--- config.mk ---
export PLATFORM = sky130hd
export DESIGN_NAME = dcs_supervisor
export DESIGN_NICKNAME = d
export VERILOG_FILES = /design/src/hdl/dcs_pkg.sv /design/src/hdl/dcs_supervisor.sv
export SDC_FILE = /design/constraint.sdc
export NUM_CORES = 1
export LEC_CHECK = 0
export BUFFER_PORTS_ARGS = -buffer_cell sky130_fd_sc_hd__clkbuf_2
export CORE_ASPECT_RATIO = 0.6
export CORE_UTILIZATION = 40
export CTS_BUF_LIST = sky130_fd_sc_hd__clkbuf_2
export CTS_CLUSTER_DIAMETER = 150
export DETAILED_ROUTE_END_ITERATION = 7
export PLACE_DENSITY = 0.65
export SLEW_MARGIN = 20
export SYNTH_ARGS = -nofsm -noshare
export SYNTH_HDL_FRONTEND = slang
export SYNTH_SLANG_ARGS = --single-unit
--- constraint.sdc ---
create_clock -name clk_sys -period 2.9 [get_ports clk_sys]
set_clock_uncertainty 0.15 [all_clocks]
set_input_delay 0.145 -clock clk_sys [delete_from_list [all_inputs] [get_ports clk_sys]]
set_output_delay 0.145 -clock clk_sys [all_outputs]
set_load 0.01 [all_outputs]
--- src/hdl/dcs_pkg.sv ---
// shared constants and carriers for the driver diagnostics and clock supervisor
package dcs_pkg;
	localparam int CLK_HZ = 200_000_000;
	localparam int OSC_HZ = 14_000_000;
	// internal oscillator modelled as an enable pulse from a divider
	localparam int OSC_DIV = (CLK_HZ / OSC_HZ < 1) ? 1 : CLK_HZ / OSC_HZ;
	localparam int STANDSTILL_FLAG_CYCLES = 1 << 20;
	localparam int FS_MIN_OSC = 32;
	localparam int FS_MAX_OSC = 48;

	localparam logic [7:0] TEMP_WARN = 8'h64;
	localparam logic [7:0] TEMP_RELEASE = 8'h78;
	localparam logic [7:0] TEMP_SD_HIGH = 8'h96;
	localparam logic [7:0] TEMP_SD_LOW = 8'h88;

	localparam logic [7:0] CUR_MAX = 8'hFF;
	localparam int CUR_DIV_SHIFT = 4;

	localparam logic [3:0] ADDR_CTRL = 4'h0;
	localparam logic [3:0] ADDR_STATUS = 4'h4;

	localparam logic [31:0] CTRL_RESET = 32'h0000_0000;
	localparam logic [2:0] GATE_MAX = 3'h7;

	// bit positions of status bits carried on every read
	localparam int RD_OLA = 31;
	localparam int RD_OLB = 30;
	localparam int RD_WARN = 29;
	localparam int RD_OT = 28;
	localparam int RD_STANDSTILL_FLAG = 27;

	typedef struct packed {
		logic [4:0] current_scale;
		logic [3:0] chopper_off_time;
		logic gate_temp_comp;
		logic [2:0] high_side_gate_strength;
		logic clock_failsafe_enable;
		logic low_supply_mode;
		logic thermal_limit_select;
	} dcs_ctrl_t;

	typedef struct packed {
		logic ola;
		logic olb;
		logic thermal_warning_flag;
		logic thermal_shutdown_flag;
		logic standstill_flag;
	} dcs_flags_t;

	typedef struct packed {
		logic [1:0] chop_evt;
		logic [1:0] polarity;
		logic [7:0] cur_a;
		logic [7:0] cur_b;
	} dcs_coil_t;
endpackage

--- src/hdl/dcs_supervisor.sv ---
// diagnostics, thermal, undervoltage and clock supervision with Wishbone registers
//
// Overview of operation
// - open-load set if no chop in polarity period
// - open-load frozen below one sixteenth current
// - open-load flags drive no protective action
// - warn 100, release 120, selectable shutdown
// - shutdown holds bridges off until below 120
// - compensated gate mode adds one step warm
// - warning flag high while prewarning reached
// - shutdown flag high while overtemperature holds bridges off
// - limit select: 0 is 150, 1 is 136
// - undervoltage resets logic, bridges off, regs zero
// - current scale cleared, readback field reads zero
// - low supply bit picks 7V or 4.5V threshold
// - during power-up bus held reset, no answer
// - standstill flag after 2^20 cycles without step
// - run internal until first external high level
// - no failsafe: lost external clock halts logic
// - failsafe restores clock after 32 to 48 ticks
// - short-to-ground cut works without any clock
// - disable pin or zero off time frees motor
//
// The Wishbone slave port and the address map are this design's own decisions.
`timescale 1ns/10ps
module dcs_supervisor #(
	parameter int STANDSTILL_FLAG_CYCLES = dcs_pkg::STANDSTILL_FLAG_CYCLES
) (
	input wire logic clk_sys,
	input wire logic sys_rst,
	input wire logic [3:0] wb_adr_i,
	input wire logic [31:0] wb_dat_i,
	output logic [31:0] wb_dat_o,
	input wire logic [3:0] wb_sel_i,
	input wire logic wb_we_i,
	input wire logic wb_cyc_i,
	input wire logic wb_stb_i,
	output logic wb_ack_o,
	input wire logic power_up_busy,
	input wire logic supply_below_7v,
	input wire logic supply_below_4v5,
	input wire logic [7:0] temp_deg,
	input wire dcs_pkg::dcs_coil_t coil_i,
	input wire logic step_pulse,
	input wire logic ext_clk_level,
	input wire logic bridge_disable_pin,
	input wire logic short_to_ground,
	output logic bridge_enable,
	output logic [2:0] gate_strength,
	output logic low_side_protect_en,
	output logic damping_enable,
	output logic ext_clock_selected,
	output logic osc_enable,
	output logic logic_halted,
	output dcs_pkg::dcs_flags_t flags_o
);
	////////////////////////////////////////////////////////////////////////////
	// reset sources
	logic uv_now;
	logic rst_int;
	dcs_pkg::dcs_ctrl_t ctrl_q;

	// threshold follows the register, which itself falls to the 7V choice on reset
	assign uv_now = ctrl_q.low_supply_mode ? supply_below_4v5 : supply_below_7v;
	assign rst_int = sys_rst | uv_now | power_up_busy;

	////////////////////////////////////////////////////////////////////////////
	// clock source supervision
	logic [7:0] osc_div_q;
	logic osc_tick;
	logic ext_prev_q;
	logic ext_sel_q;
	logic fail_q;
	logic halt_q;
	logic [5:0] watch_q;
	logic ext_rise;
	logic run;

	function automatic logic at_or_above(input logic [7:0] a, input logic [7:0] b);
		at_or_above = (a >= b);
	endfunction

	assign osc_tick = (osc_div_q == 8'((dcs_pkg::OSC_DIV) - 1));
	assign ext_rise = ext_clk_level & ~ext_prev_q;
	assign run = ~halt_q;

	always_ff @(posedge clk_sys) begin
		if (rst_int || osc_tick) begin
			osc_div_q <= 8'h00;
		end else begin
			osc_div_q <= osc_div_q + 8'h01;
		end
	end

	always_ff @(posedge clk_sys) begin
		if (rst_int) begin
			ext_prev_q <= 1'b0;
		end else begin
			ext_prev_q <= ext_clk_level;
		end
	end

	always_ff @(posedge clk_sys) begin
		if (rst_int) begin
			ext_sel_q <= 1'b0;
		end else if (ext_clk_level) begin
			ext_sel_q <= 1'b1;
		end
	end

	// watchdog counts oscillator ticks since the last external edge
	always_ff @(posedge clk_sys) begin
		if (rst_int || ext_rise || !ext_sel_q) begin
			watch_q <= 6'h00;
		end else if (osc_tick && watch_q != 6'(dcs_pkg::FS_MIN_OSC)) begin
			watch_q <= watch_q + 6'h01;
		end
	end

	always_ff @(posedge clk_sys) begin
		if (rst_int || ext_rise) begin
			fail_q <= 1'b0;
		end else if (ctrl_q.clock_failsafe_enable && watch_q == 6'(dcs_pkg::FS_MIN_OSC)) begin
			fail_q <= 1'b1;
		end
	end

	// once halted only a reset or a returning edge revives the logic
	always_ff @(posedge clk_sys) begin
		if (rst_int || ext_rise) begin
			halt_q <= 1'b0;
		end else if (!ctrl_q.clock_failsafe_enable && watch_q == 6'(dcs_pkg::FS_MIN_OSC)) begin
			halt_q <= 1'b1;
		end
	end

	assign ext_clock_selected = ext_sel_q & ~fail_q;
	assign osc_enable = ~ext_sel_q | fail_q;
	assign logic_halted = halt_q;
	assign low_side_protect_en = ctrl_q.clock_failsafe_enable;
	assign damping_enable = ctrl_q.low_supply_mode;

	////////////////////////////////////////////////////////////////////////////
	// thermal monitor
	logic warn_q;
	logic ot_q;
	logic [7:0] sd_level;

	assign sd_level = ctrl_q.thermal_limit_select ? dcs_pkg::TEMP_SD_LOW
		: dcs_pkg::TEMP_SD_HIGH;

	always_ff @(posedge clk_sys) begin
		if (rst_int) begin
			warn_q <= 1'b0;
		end else if (run) begin
			warn_q <= at_or_above(temp_deg, dcs_pkg::TEMP_WARN);
		end
	end

	// hysteresis stops the stage from cycling straight back to shutdown
	always_ff @(posedge clk_sys) begin
		if (rst_int) begin
			ot_q <= 1'b0;
		end else if (run) begin
			if (at_or_above(temp_deg, sd_level)) begin
				ot_q <= 1'b1;
			end else if (!at_or_above(temp_deg, dcs_pkg::TEMP_RELEASE)) begin
				ot_q <= 1'b0;
			end
		end
	end

	always_ff @(posedge clk_sys) begin
		if (rst_int) begin
			gate_strength <= 3'h0;
		end else if (ctrl_q.gate_temp_comp && warn_q
				&& ctrl_q.high_side_gate_strength != dcs_pkg::GATE_MAX) begin
			gate_strength <= ctrl_q.high_side_gate_strength + 3'h1;
		end else begin
			gate_strength <= ctrl_q.high_side_gate_strength;
		end
	end

	////////////////////////////////////////////////////////////////////////////
	// bridge enable
	logic bridge_q;

	// open-load flags deliberately absent here
	always_ff @(posedge clk_sys) begin
		if (rst_int) begin
			bridge_q <= 1'b0;
		end else begin
			bridge_q <= !bridge_disable_pin && ctrl_q.chopper_off_time != 4'h0
				&& !ot_q && run;
		end
	end

	// ground short cut is a plain gate, so it still acts with no clock
	assign bridge_enable = bridge_q & ~short_to_ground;

	////////////////////////////////////////////////////////////////////////////
	// open-load detection
	logic [1:0] seen_q;
	logic [1:0] pol_q;
	logic [1:0] ol_q;
	logic [1:0] cur_ok;

	assign cur_ok[0] = at_or_above(coil_i.cur_a, dcs_pkg::CUR_MAX >> dcs_pkg::CUR_DIV_SHIFT);
	assign cur_ok[1] = at_or_above(coil_i.cur_b, dcs_pkg::CUR_MAX >> dcs_pkg::CUR_DIV_SHIFT);

	always_ff @(posedge clk_sys) begin
		if (rst_int) begin
			pol_q <= 2'h0;
			seen_q <= 2'h0;
			ol_q <= 2'h0;
		end else if (run) begin
			for (int i = 0; i < 2; i++) begin
				pol_q[i] <= coil_i.polarity[i];
				if (coil_i.polarity[i] != pol_q[i]) begin
					if (cur_ok[i]) begin
						ol_q[i] <= ~(seen_q[i] | coil_i.chop_evt[i]);
					end
					seen_q[i] <= 1'b0;
				end else if (coil_i.chop_evt[i]) begin
					seen_q[i] <= 1'b1;
				end
			end
		end
	end

	////////////////////////////////////////////////////////////////////////////
	// standstill timer
	logic [20:0] standstill_flag_q;
	logic standstill_flag_flag;

	always_ff @(posedge clk_sys) begin
		if (rst_int || step_pulse) begin
			standstill_flag_q <= 21'h0;
		end else if (run && standstill_flag_q != 21'(STANDSTILL_FLAG_CYCLES)) begin
			standstill_flag_q <= standstill_flag_q + 21'h1;
		end
	end

	assign standstill_flag_flag = (standstill_flag_q == 21'(STANDSTILL_FLAG_CYCLES));

	assign flags_o = '{ola: ol_q[0], olb: ol_q[1], thermal_warning_flag: warn_q,
		thermal_shutdown_flag: ot_q, standstill_flag: standstill_flag_flag};

	////////////////////////////////////////////////////////////////////////////
	// Wishbone slave, one wait-free acknowledge per request
	logic req;
	logic [31:0] rd_word;

	assign req = wb_cyc_i & wb_stb_i & ~wb_ack_o;

	always_ff @(posedge clk_sys) begin
		if (rst_int) begin
			wb_ack_o <= 1'b0;
		end else begin
			wb_ack_o <= req;
		end
	end

	always_ff @(posedge clk_sys) begin
		if (rst_int) begin
			ctrl_q <= dcs_pkg::dcs_ctrl_t'(dcs_pkg::CTRL_RESET[15:0]);
		end else if (req && wb_we_i && wb_adr_i == dcs_pkg::ADDR_CTRL) begin
			if (wb_sel_i[0]) begin
				ctrl_q[7:0] <= wb_dat_i[7:0];
			end
			if (wb_sel_i[1]) begin
				ctrl_q[15:8] <= wb_dat_i[15:8];
			end
		end
	end

	always_comb begin
		rd_word = 32'h0;
		unique case (wb_adr_i)
			dcs_pkg::ADDR_CTRL: rd_word[15:0] = ctrl_q;
			dcs_pkg::ADDR_STATUS: rd_word[10:0] = {halt_q, fail_q, ext_sel_q,
				ctrl_q.current_scale, 3'h0};
			default: rd_word = 32'h0;
		endcase
		rd_word[dcs_pkg::RD_OLA] = ol_q[0];
		rd_word[dcs_pkg::RD_OLB] = ol_q[1];
		rd_word[dcs_pkg::RD_WARN] = warn_q;
		rd_word[dcs_pkg::RD_OT] = ot_q;
		rd_word[dcs_pkg::RD_STANDSTILL_FLAG] = standstill_flag_flag;
	end

	always_ff @(posedge clk_sys) begin
		if (rst_int) begin
			wb_dat_o <= 32'h0;
		end else if (req && !wb_we_i) begin
			wb_dat_o <= rd_word;
		end
	end
endmodule

==> results of run 1 <==
==> placed cells by master (no fill, tap or decap), types with 4 or more instances in the layout <==
master / netlist / final
or3_1: 6 / 6
xor2_1: 14 / 14
nand4_1: 7 / 7
nand3_1: 17 / 17
nor4_1: 8 / 8
conb_1: 1 / 11
o31ai_1: 4 / 4
dfxtp_1: 89 / 89
mux2i_1: 30 / 30
and3_1: 10 / 10
ha_1: 12 / 12
a22oi_1: 8 / 8
nor3_1: 12 / 12
nand2_1: 24 / 23
or4_1: 7 / 7
nand2b_1: 5 / 5
dlygate4sd3_1: 0 / 55
inv_1: 12 / 12
buf_4: 16 / 4
xnor2_1: 9 / 9
clkbuf_2: 0 / 106
o21ai_0: 5 / 5
nor2_1: 76 / 76
a21oi_1: 26 / 26
==> area by class of cell <==
class	instances	area share, %
repair buffers	156	20.4
well taps	135	3.23
inverters	12	0.861
multi-input cells	331	39.6
flip-flops and latches	89	34.1
clock buffers	9	0.861
clock inverters	7	1.03
==> power by group <==
part	leakage [nW]	internal, mW	switching (mW)	total [mW]
clock network	0.0549	0.118	0.451	0.568
logic	1.39	0.0872	0.0779	0.165
registers	0.717	1.23	0.00420	1.24
==> cell families (layout without fill, tap and decap cells) <==
kind of cell,Yosys count,count (layout),synth area share (%)
mux,30,30,7.40
simple gates,195,195,24.4
xor+xnor,23,23,4.96
fa+ha+maj,12,12,3.70
flops,89,89,43.9
compound gates,60,60,9.53
buf+inv,46,184,6.04
other cells,1,11,0.0924
==> per-stage QoR <==
step | utilization, % | cells | setup slack [ns] | area [µm²] | power, mW
5_1_grt | 53.1 | 739 | 0.157 | 5230 | 2.07
6_report | 53.1 | 739 | 0.223 | 5230 | 1.97
3_5_place_dp | 46.5 | 668 | 0.743 | 4580 | 1.38
2_1_floorplan | - | 466 | 1.08 | 4100 | 1.33
3_3_place_gp | 46.5 | 668 | 0.810 | 4580 | 1.38
4_1_cts | 53.1 | 739 | 0.252 | 5230 | 1.99
==> sequential cells by signal, indices dropped and copies added, names as in the netlist, 2 cells and up <==
register / cells
ol_q: 2
gate_strength: 3
watch_q: 6
wb_dat_o: 21
osc_div_q: 8
standstill_flag_q: 21
seen_q: 2
pol_q: 2
ctrl_q: 14
==> worst max path at each step <==
stage	endpoint	slack, ns	cells past startpoint
CTS	ot_q	0.25	6
detailed placement	standstill_flag_q[10]	0.74	7
finish	ot_q	0.22	6
global placement	standstill_flag_q[13]	0.81	7
floorplan	standstill_flag_q[13]	1.08	8
global route	ot_q	0.16	6
==> metal layers <==
layer / up-vias / wire length (µm) / global-route usage [%] / part of all wire (%)
met5: - / 0 / 0 / 0
met4: 0 / 91 / 6.16 / 0.87
met3: 8 / 490 / 5.52 / 4.7
met2: 122 / 4830 / 33.5 / 46
met1: 1813 / 5040 / 26.8 / 48
li1: 1860 / - / - / -
==> worst max-delay path, cell delays in order, from the launching register on <==
cell,delay [ns]
dfxtp_1,0.43
ha_1,0.20
or4_1,0.49
dlygate4sd3_1,0.58
a21oi_1,0.10
dlygate4sd3_1,0.56
o31ai_1,0.07
==> impl_metrics.csv, run 1 <==
group,metric,value,unit
status,outcome,"completed",
hold_path,min_delay_worst_endpoint,"wb_dat_o[6]",
cells_and_area,final-seq-area,1780,µm²
synthesis,synth-edff-count,0,
cts,cts_tree,"done",
detailed_routing,routed-via-count,3803,
setup_path,cp_data_arrival_time,3.01,ns
timing,finalHoldViolCount,0,
cells_and_area,antenna-diode-count,0,
place,port_buffers,97,
timing,hold-worst-slack,0.132,ns
synthesis,yosys_register_bits,89,
floorplanning,die_area,10600,µm²
timing,setup_violations,0,
setup_path,timing.critical_path.from,"ctrl_q[0]",
setup_path,critical_path.reg2reg.endpoint,"ot_q",
floorplanning,fp.coreArea,9840,µm²
timing,tns,0,ns
hold_path,hold_path_class,"in2reg",
setup_path,startpoint_type,"register",
power_and_ir_drop,power.density,377,nW/µm²
setup_path,r2r_setup_slack,0.22,ns
synthesis,yosys-top-cells-count,"dfxtp_1 (89), nor2_1 (76), mux2i_1 (30), a21oi_1 (26), nand2_1 (24)",
setup_path,worstPathMaxFanout,5,
floorplanning,floorplan.die.height,80.0,µm
cts,cts-buffers-inserted,9,
timing,drv_slew,0,
cells_and_area,post_route_cells_drive_above_1_share,20.9,%
synthesis,synth_top_cell_area_share,43.9,%
detailed_routing,route.detailed.vias_per_inst,5.15,
cells_and_area,nets,691,
global_routing,grt_use_total,20.6,%
flow_run,drv.max_cap_violation_count,0,
detailed_routing,drt_pre_antenna_iters,4,
hold_path,number_of_cells_traversed_by_the_worst_hold_path,5,
synthesis,synth-seq-area-share,43.9,%
setup_path,crit_path_category,"reg2reg",
cts,clock_tree.htree_level_count,3,
timing,worst_slew_margin_rel,53.3,%
detailed_routing,drt-total-wl,10500,µm
floorplanning,io-pin-count,127,
timing,grt_setup_unrepaired,"no",
global_routing,maximum_number_of_pins_on_one_net_before_global_route_repair,56,
setup_path,reg2reg_depth,6,
synthesis,synth.yosys.warnings,0,
synthesis,synth.avg_cell_area,8.90,µm²
cts,postCtsHoldBufs,55,
cells_and_area,multiInputGateArea,2070,µm²
cts,clock-root-buffer,"clkbuf_2",
cells_and_area,final.fill_count,892,
timing,max_slew.worst_pin.slew,0.696,ns
synthesis,netlist_instances,456,
detailed_routing,detail_route.drc_violations,0,
timing,max_freq,374,MHz
power_and_ir_drop,irDropWorstVdd,0.255,mV
setup_path,critical_path_endpoint_category,"register",
detailed_routing,first_iter_violations,285,
floorplanning,start_util,41.2,%
hold_path,timing.hold.worst.start,"wb_adr_i[2]",
floorplanning,die_x,132,µm
global_routing,grt_pass1_vias,3583,
cts,post-cts-setup-buffers,0,
setup_path,r2r_start,"ctrl_q[0]",
power_and_ir_drop,power.static_leakage,2.16,nW
place,hpwl,7040,µm
global_routing,grt_first_pass_wirelength,17100,µm
floorplanning,placement_rows,28,
cts,postCtsResizedCells,0,
global_routing,overflow,0,
detailed_routing,route.detailed.wl_per_inst,14.1,µm
timing,final_min_period_over_clock_period,92.3,%
setup_path,cp_data_required_time,3.23,ns
global_routing,grt_antenna_before_repair,0,
cts,cts.clk_slew.worst_paths,0.25,ns
synthesis,synth_largest_area_cell,"dfxtp_1",
synthesis,synthArstFlopShare,0,%
cts,clk-insertion-delay-late,0.59,ns
synthesis,synthesized_area,4060,µm²
cells_and_area,areaGrowthSynthToFinish,28.9,%
cts,clock_path_buffers,2,
place,routability_driven_placement_congestion_ratio,0.822,
timing,fin_crit,2.68,ns
synthesis,synth_most_common_cell,"dfxtp_1",
detailed_routing,ant_nets,0,
synthesis,ys_types,48,
synthesis,synth_flop_cell,"dfxtp_1",
synthesis,synth.top_cells.by_area,"dfxtp_1 (44%), mux2i_1 (7.4%), nor2_1 (7.0%)",
cts,clkSinkCount,89,
No activity file was read; power rests on OpenSTA's default activity.
==> inputs of run 2 (changes only) <==
--- a/config.mk
+++ b/config.mk
@@ -7,11 +7,13 @@
 export LEC_CHECK = 0
 export BUFFER_PORTS_ARGS = -buffer_cell sky130_fd_sc_hd__clkbuf_2
 export CORE_ASPECT_RATIO = 0.6
+export CORE_MARGIN = 2
 export CORE_UTILIZATION = 40
 export CTS_BUF_LIST = sky130_fd_sc_hd__clkbuf_2
 export CTS_CLUSTER_DIAMETER = 150
 export DETAILED_ROUTE_END_ITERATION = 7
 export PLACE_DENSITY = 0.65
+export RECOVER_POWER = 100
 export SLEW_MARGIN = 20
 export SYNTH_ARGS = -nofsm -noshare
 export SYNTH_HDL_FRONTEND = slang
==> constraint.sdc (replaced) <==
create_clock -name clk_sys -period 2.9 [get_ports clk_sys]
set_clock_uncertainty 0.15 [all_clocks]
set_input_delay 0.725 -clock clk_sys [delete_from_list [all_inputs] [get_ports clk_sys]]
set_output_delay 0.725 -clock clk_sys [all_outputs]
set_load 0.01 [all_outputs]
==> impl_metrics.csv, run 2 (same netlist as run 1, synthesis figures left out) <==
group,metric,value,unit
power_and_ir_drop,power.static_leakage,1.90,nW
cells_and_area,reg.largest.list,"standstill_flag_q x21, wb_dat_o x21, ctrl_q x14",
timing,hold-worst-slack,0.216,ns
detailed_routing,route.detailed.wl_per_inst,14.1,µm
floorplanning,fp.coreArea,9880,µm²
detailed_routing,route.detailed.vias_per_inst,5.03,
global_routing,maximum_number_of_pins_on_one_net_before_global_route_repair,33,
global_routing,overflow,0,
power_and_ir_drop,seq_power_share,59.8,%
power_and_ir_drop,irDropWorstVdd,0.289,mV
cts,clkSinkCount,89,
floorplanning,floorplan.die.height,82.0,µm
status,outcome,"completed",
timing,fin_crit,2.74,ns
global_routing,grt_pass1_vias,3168,
place,routability_driven_placement_congestion_ratio,0.823,
place,port_buffers,97,
setup_path,worstPathMaxFanout,3,
detailed_routing,ant_nets,0,
cts,cts.clk_slew.worst_paths,0.25,ns
cells_and_area,final.fill_count,991,
setup_path,r2r_start,"damping_enable",
timing,tns,0,ns
floorplanning,die_x,134,µm
power_and_ir_drop,power.density,440,nW/µm²
cts,clock_tree.htree_level_count,3,
setup_path,crit_path_category,"reg2out",
cells_and_area,layout_common_cells,"dfxtp_1 (89), nor2_1 (76), clkbuf_2 (75), clkbuf_1 (34), mux2i_1 (30)",
timing,worst_slew_margin_rel,24.6,%
timing,max_slew.worst_pin.slew,1.13,ns
power_and_ir_drop,switching_share,24.1,%
hold_path,hold_path_class,"in2reg",
hold_path,min_delay_worst_endpoint,"ctrl_q[12]",
power_and_ir_drop,p_sw,499,µW
floorplanning,placement_rows,28,
cells_and_area,antenna-diode-count,0,
global_routing,grt_antenna_before_repair,0,
cts,clock_path_buffers,2,
place,dp_worst_setup_slack,0.439,ns
cells_and_area,post_layout_nonfiller_instances,686,
hold_path,number_of_cells_traversed_by_the_worst_hold_path,3,
setup_path,critical_path_endpoint_category,"output port",
timing,final_min_period_over_clock_period,94.3,%
cells_and_area,multiInputGateArea,2090,µm²
power_and_ir_drop,combPwrFrac,5.8,%
power_and_ir_drop,cellInternalPower,1.57,mW
cts,postCtsHoldBufs,0,
cells_and_area,leading_cell_type_in_the_layout_fill_and_taps_excluded,"dfxtp_1",
place,numPlacedInstances,669,
hold_path,timing.hold.worst.start,"wb_dat_i[12]",
cts,cts_tree,"done",
timing,postLayoutSetupSlackWorst,0.165,ns
timing,drv_slew,0,
global_routing,grt_first_pass_wirelength,15600,µm
flow_run,drv.max_cap_violation_count,0,
detailed_routing,routed-via-count,3454,
detailed_routing,drt-total-wl,9640,µm
cells_and_area,areaGrowthSynthToFinish,15.9,%
cells_and_area,nets,638,
setup_path,critical_path.reg2reg.endpoint,"ctrl_q[13]",
cells_and_area,post_route_cells_drive_above_1_share,17.1,%
detailed_routing,first_iter_violations,127,
cts,clk-insertion-delay-late,0.57,ns
floorplanning,die_area,11000,µm²
place,hpwl,7190,µm
setup_path,reg2reg_depth,5,
timing,max_freq,366,MHz
detailed_routing,drt_pre_antenna_iters,4,
floorplanning,io-pin-count,127,
timing,finalHoldViolCount,0,
detailed_routing,detail_route.drc_violations,0,
setup_path,r2r_setup_slack,0.31,ns
cells_and_area,final-seq-area,1780,µm²
floorplanning,start_util,41.1,%
cts,clock-root-buffer,"clkbuf_2",
power_and_ir_drop,power_frac_clock,34.4,%
setup_path,cp_data_arrival_time,1.86,ns
setup_path,startpoint_type,"register",
cts,cts-buffers-inserted,9,
timing,setup_violations,0,
global_routing,grt_use_total,18.2,%
setup_path,cp_data_required_time,2.03,ns
[run 2: cell types whose count changed in the layout (fill, tap and decap cells not counted), moves of 2 or more]
cell | before | now
bufinv_16 | 0 | 2
clkbuf_2 | 106 | 75
clkinvlp_4 | 3 | 1
dlygate4sd3_1 | 55 | 0
clkbuf_1 | 0 | 34
inv_6 | 2 | 0
[run 2: worst max-delay path by stage]
stage / startpoint / to / slack (ns) / cells after the start
4_1_cts: standstill_flag_q[0] / flags_o[0] / 0.11 / 6
6_report: standstill_flag_q[0] / flags_o[0] / 0.16 / 6
3_3_place_gp: wb_adr_i[1] / ctrl_q[14] / 0.46 / 6
3_5_place_dp: wb_adr_i[1] / ctrl_q[13] / 0.44 / 6
2_1_floorplan: wb_adr_i[1] / ctrl_q[0] / 0.78 / 6
5_1_grt: standstill_flag_q[0] / flags_o[0] / -0.005 / 6
[run 2: repair_timing]
| item | in CTS | in global routing |
|---|---|---|
| endpoints found under the setup margin | 1 | 1 |
| buffers inserted | 1 | 0 |
| gates resized for setup | 1 | 2 |
| pin swaps | 1 | 0 |
[run 2: routing by layer]
layer  track usage (%)  routed length (µm)  share of wire [%]  vias up
li1                  -                   -                  -     1752
met1              24.4                4780                 50     1597
met2              29.0                4180                 43       95
met3              5.12                 590                6.1       10
met4              4.95                  97                1.0        0
met5                 0                   0                  0        -
[run 2: area by class of cell]
type                    instances  share of cell area (%)
inverters                      12                   0.958
clock buffers                   9                   0.958
well taps                     135                    3.59
clock inverters                 7                    2.02
flip-flops and latches         89                    37.9
multi-input cells             331                    44.4
repair buffers                103                    10.2
[run 2: through the flow]
stage / power [mW] / util (%) / instance area (µm²)
6_report: 2.07 / 47.6 / 4700
5_1_grt: 2.16 / 47.6 / 4700
4_1_cts: 2.09 / 48.0 / 4740
3_5_place_dp: 1.38 / 46.5 / 4590
3_3_place_gp: 1.38 / 46.5 / 4590
2_1_floorplan: 1.33 / - / 4100
[run 2: worst max-delay path: stages (launching register included)]
cell and delay [ns]:
dfxtp_1 0.38, inv_1 0.11, ha_1 0.17, nor4b_4 0.23
nand3_2 0.12, nor2_1 0.15, clkbuf_2 0.16
[run 2: power groups by stage]
stage,combinational (mW),sequential (mW),clock (mW)
floorplan,0.0726,1.26,0
global placement,0.119,1.26,0
detailed placement,0.121,1.26,0
CTS,0.122,1.24,0.733
global route,0.133,1.24,0.788
finish,0.120,1.24,0.712
==> inputs of run 3 (changes only) <==
--- a/config.mk
+++ b/config.mk
@@ -7,12 +7,12 @@
 export LEC_CHECK = 0
 export BUFFER_PORTS_ARGS = -buffer_cell sky130_fd_sc_hd__clkbuf_2
 export CORE_ASPECT_RATIO = 0.6
-export CORE_MARGIN = 2
+export CORE_MARGIN = 1
 export CORE_UTILIZATION = 40
 export CTS_BUF_LIST = sky130_fd_sc_hd__clkbuf_2
 export CTS_CLUSTER_DIAMETER = 150
 export DETAILED_ROUTE_END_ITERATION = 7
-export PLACE_DENSITY = 0.65
+export PLACE_DENSITY = 0.71
 export RECOVER_POWER = 100
 export SLEW_MARGIN = 20
 export SYNTH_ARGS = -nofsm -noshare
==> impl_metrics.csv, run 3 (same netlist as run 1, synthesis figures left out) <==
group,metric,value,unit
power_and_ir_drop,power.density,440,nW/µm²
cells_and_area,antenna-diode-count,0,
cts,clock-root-buffer,"clkbuf_2",
place,port_buffers,97,
power_and_ir_drop,p_total,2.05,mW
timing,hold-worst-slack,0.223,ns
status,outcome,"completed",
timing,grt_setup_unrepaired,"no",
global_routing,maximum_number_of_pins_on_one_net_before_global_route_repair,35,
cells_and_area,layout_common_cells,"dfxtp_1 (89), nor2_1 (76), clkbuf_2 (71), clkbuf_1 (39), mux2i_1 (30)",
timing,tns,0,ns
setup_path,critical_path.max_stage_delay,0.37,ns
power_and_ir_drop,irDropWorstVdd,0.259,mV
global_routing,globalRouteMet1Util,25.9,%
cts,clk-insertion-delay-late,0.58,ns
detailed_routing,route.detailed.wl_per_inst,14.1,µm
hold_path,hold_path_class,"in2reg",
detailed_routing,detail_route.drc_violations,0,
cts,clkSinkCount,89,
detailed_routing,drt-total-wl,9690,µm
cells_and_area,post_route_design_area,4670,µm²
cells_and_area,reg.largest.list,"standstill_flag_q x21, wb_dat_o x21, ctrl_q x14",
floorplanning,io-pin-count,127,
floorplanning,die_x,132,µm
global_routing,overflow,0,
cts,clock_tree.htree_level_count,3,
floorplanning,placement_rows,28,
global_routing,grt_most_used_layer,"met2",
timing,setup_violations,0,
place,hpwl,7140,µm
global_routing,grt_pass1_vias,3261,
timing,fin_crit,2.71,ns
timing,max_slew.worst_pin.slew,1.39,ns
timing,worst_slew_margin_rel,7.17,%
setup_path,crit_path_category,"reg2out",
place,routability_driven_placement_congestion_ratio,0.829,
global_routing,grt_first_pass_wirelength,16000,µm
place,post_dp_cell_area,4580,µm²
flow_run,drv.max_cap_violation_count,0,
setup_path,worstPathMaxFanout,3,
cells_and_area,areaGrowthSynthToFinish,15.0,%
timing,final_min_period_over_clock_period,93.5,%
detailed_routing,ant_nets,0,
setup_path,cp_data_required_time,2.03,ns
cells_and_area,final.fill_count,989,
cells_and_area,nets,639,
cts,cts_tree,"done",
timing,finalHoldViolCount,0,
timing,max_freq,369,MHz
power_and_ir_drop,power.static_leakage,1.88,nW
cells_and_area,leading_cell_type_in_the_layout_fill_and_taps_excluded,"dfxtp_1",
global_routing,grt_use_total,19.5,%
floorplanning,fp.coreArea,9840,µm²
setup_path,worst_path_max_delay_cell,"dfxtp_1",
floorplanning,start_util,41.2,%
detailed_routing,first_iter_violations,151,
detailed_routing,routed-via-count,3554,
cts,cts.clk_slew.worst_paths,0.24,ns
floorplanning,die_area,10600,µm²
cts,postCtsHoldBufs,0,
setup_path,cp_data_arrival_time,1.84,ns
cells_and_area,post_route_cells_drive_above_1_share,15.0,%
cells_and_area,post_layout_nonfiller_instances,687,
detailed_routing,route.detailed.vias_per_inst,5.17,
cts,cts-buffers-inserted,9,
global_routing,global_route.usage.met2,30.7,%
global_routing,grt_antenna_before_repair,0,
floorplanning,floorplan.die.height,80.0,µm
cts,clock_path_buffers,2,
timing,drv_slew,0,
place,numPlacedInstances,668,
global_routing,groute.layer.met3.usage,5.21,%
setup_path,startpoint_type,"register",
setup_path,critical_path_endpoint_category,"output port",
detailed_routing,drt_pre_antenna_iters,5,
setup_path,cp_cell_sequence,"inv_1 -> ha_1 -> nor4b_4 -> nand3_2 -> nor2_1 -> clkbuf_2",
==> run 3: path summary, 6_finish.rpt <==
kind / depth (start not counted) / end / slack, ns / startpoint
hold / removal: 3 / ctrl_q[12] / 0.22 / wb_dat_i[12]
hold reg to reg: 2 / wb_dat_o[31] / 0.33 / wb_dat_o[31]
setup / recovery: 6 / flags_o[0] / 0.19 / standstill_flag_q[0]
setup reg to reg: 9 / standstill_flag_q[10] / 0.32 / standstill_flag_q[0]
==> run 3: per-stage QoR <==
stage | util, % | setup slack (ns)
floorplan | - | 0.780
global placement | 46.5 | 0.484
detailed placement | 46.5 | 0.452
CTS | 48.0 | 0.0692
global route | 47.4 | 0.0207
finish | 47.4 | 0.188
==> run 3: cell type report <==
type,instances,area [µm²],area share (%)
repair buffers,104,479,10.3
multi-input cells,331,2060,44.2
clock buffers,9,45.0,0.965
flip-flops and latches,89,1780,38.2
well taps,135,169,3.62
inverters,12,45.0,0.965
clock inverters,7,85.1,1.82
==> run 3: what timing repair did <==
item                       4_1_cts  5_1_grt
pin swaps                        1        0
setup endpoints to repair        1        1
buffers inserted                 1        2
resized for setup                1        4
==> run 3: critical path, delay by kind of cell (launching register included) <==
kind                     cells  cell delay [ns]
buffers and inverters        2             0.25
flip-flops                   1             0.37
AND/OR/NAND/NOR              3             0.46
adder cells (fa/ha/maj)      1             0.18
==> run 3: where the power goes <==
part           total (mW)  switching [mW]  internal [mW]  leakage (nW)
sequential           1.24         0.00398           1.23         0.717
combinational       0.120          0.0678         0.0519          1.09
clock               0.698           0.421          0.277        0.0784
total                2.05           0.493           1.56          1.88
==> run 3: routing by layer <==
metal | part of all wire [%] | wire, µm
met3 | 6.6 | 637
met5 | 0 | 0
met4 | 0.96 | 93
met1 | 48 | 4660
met2 | 44 | 4290
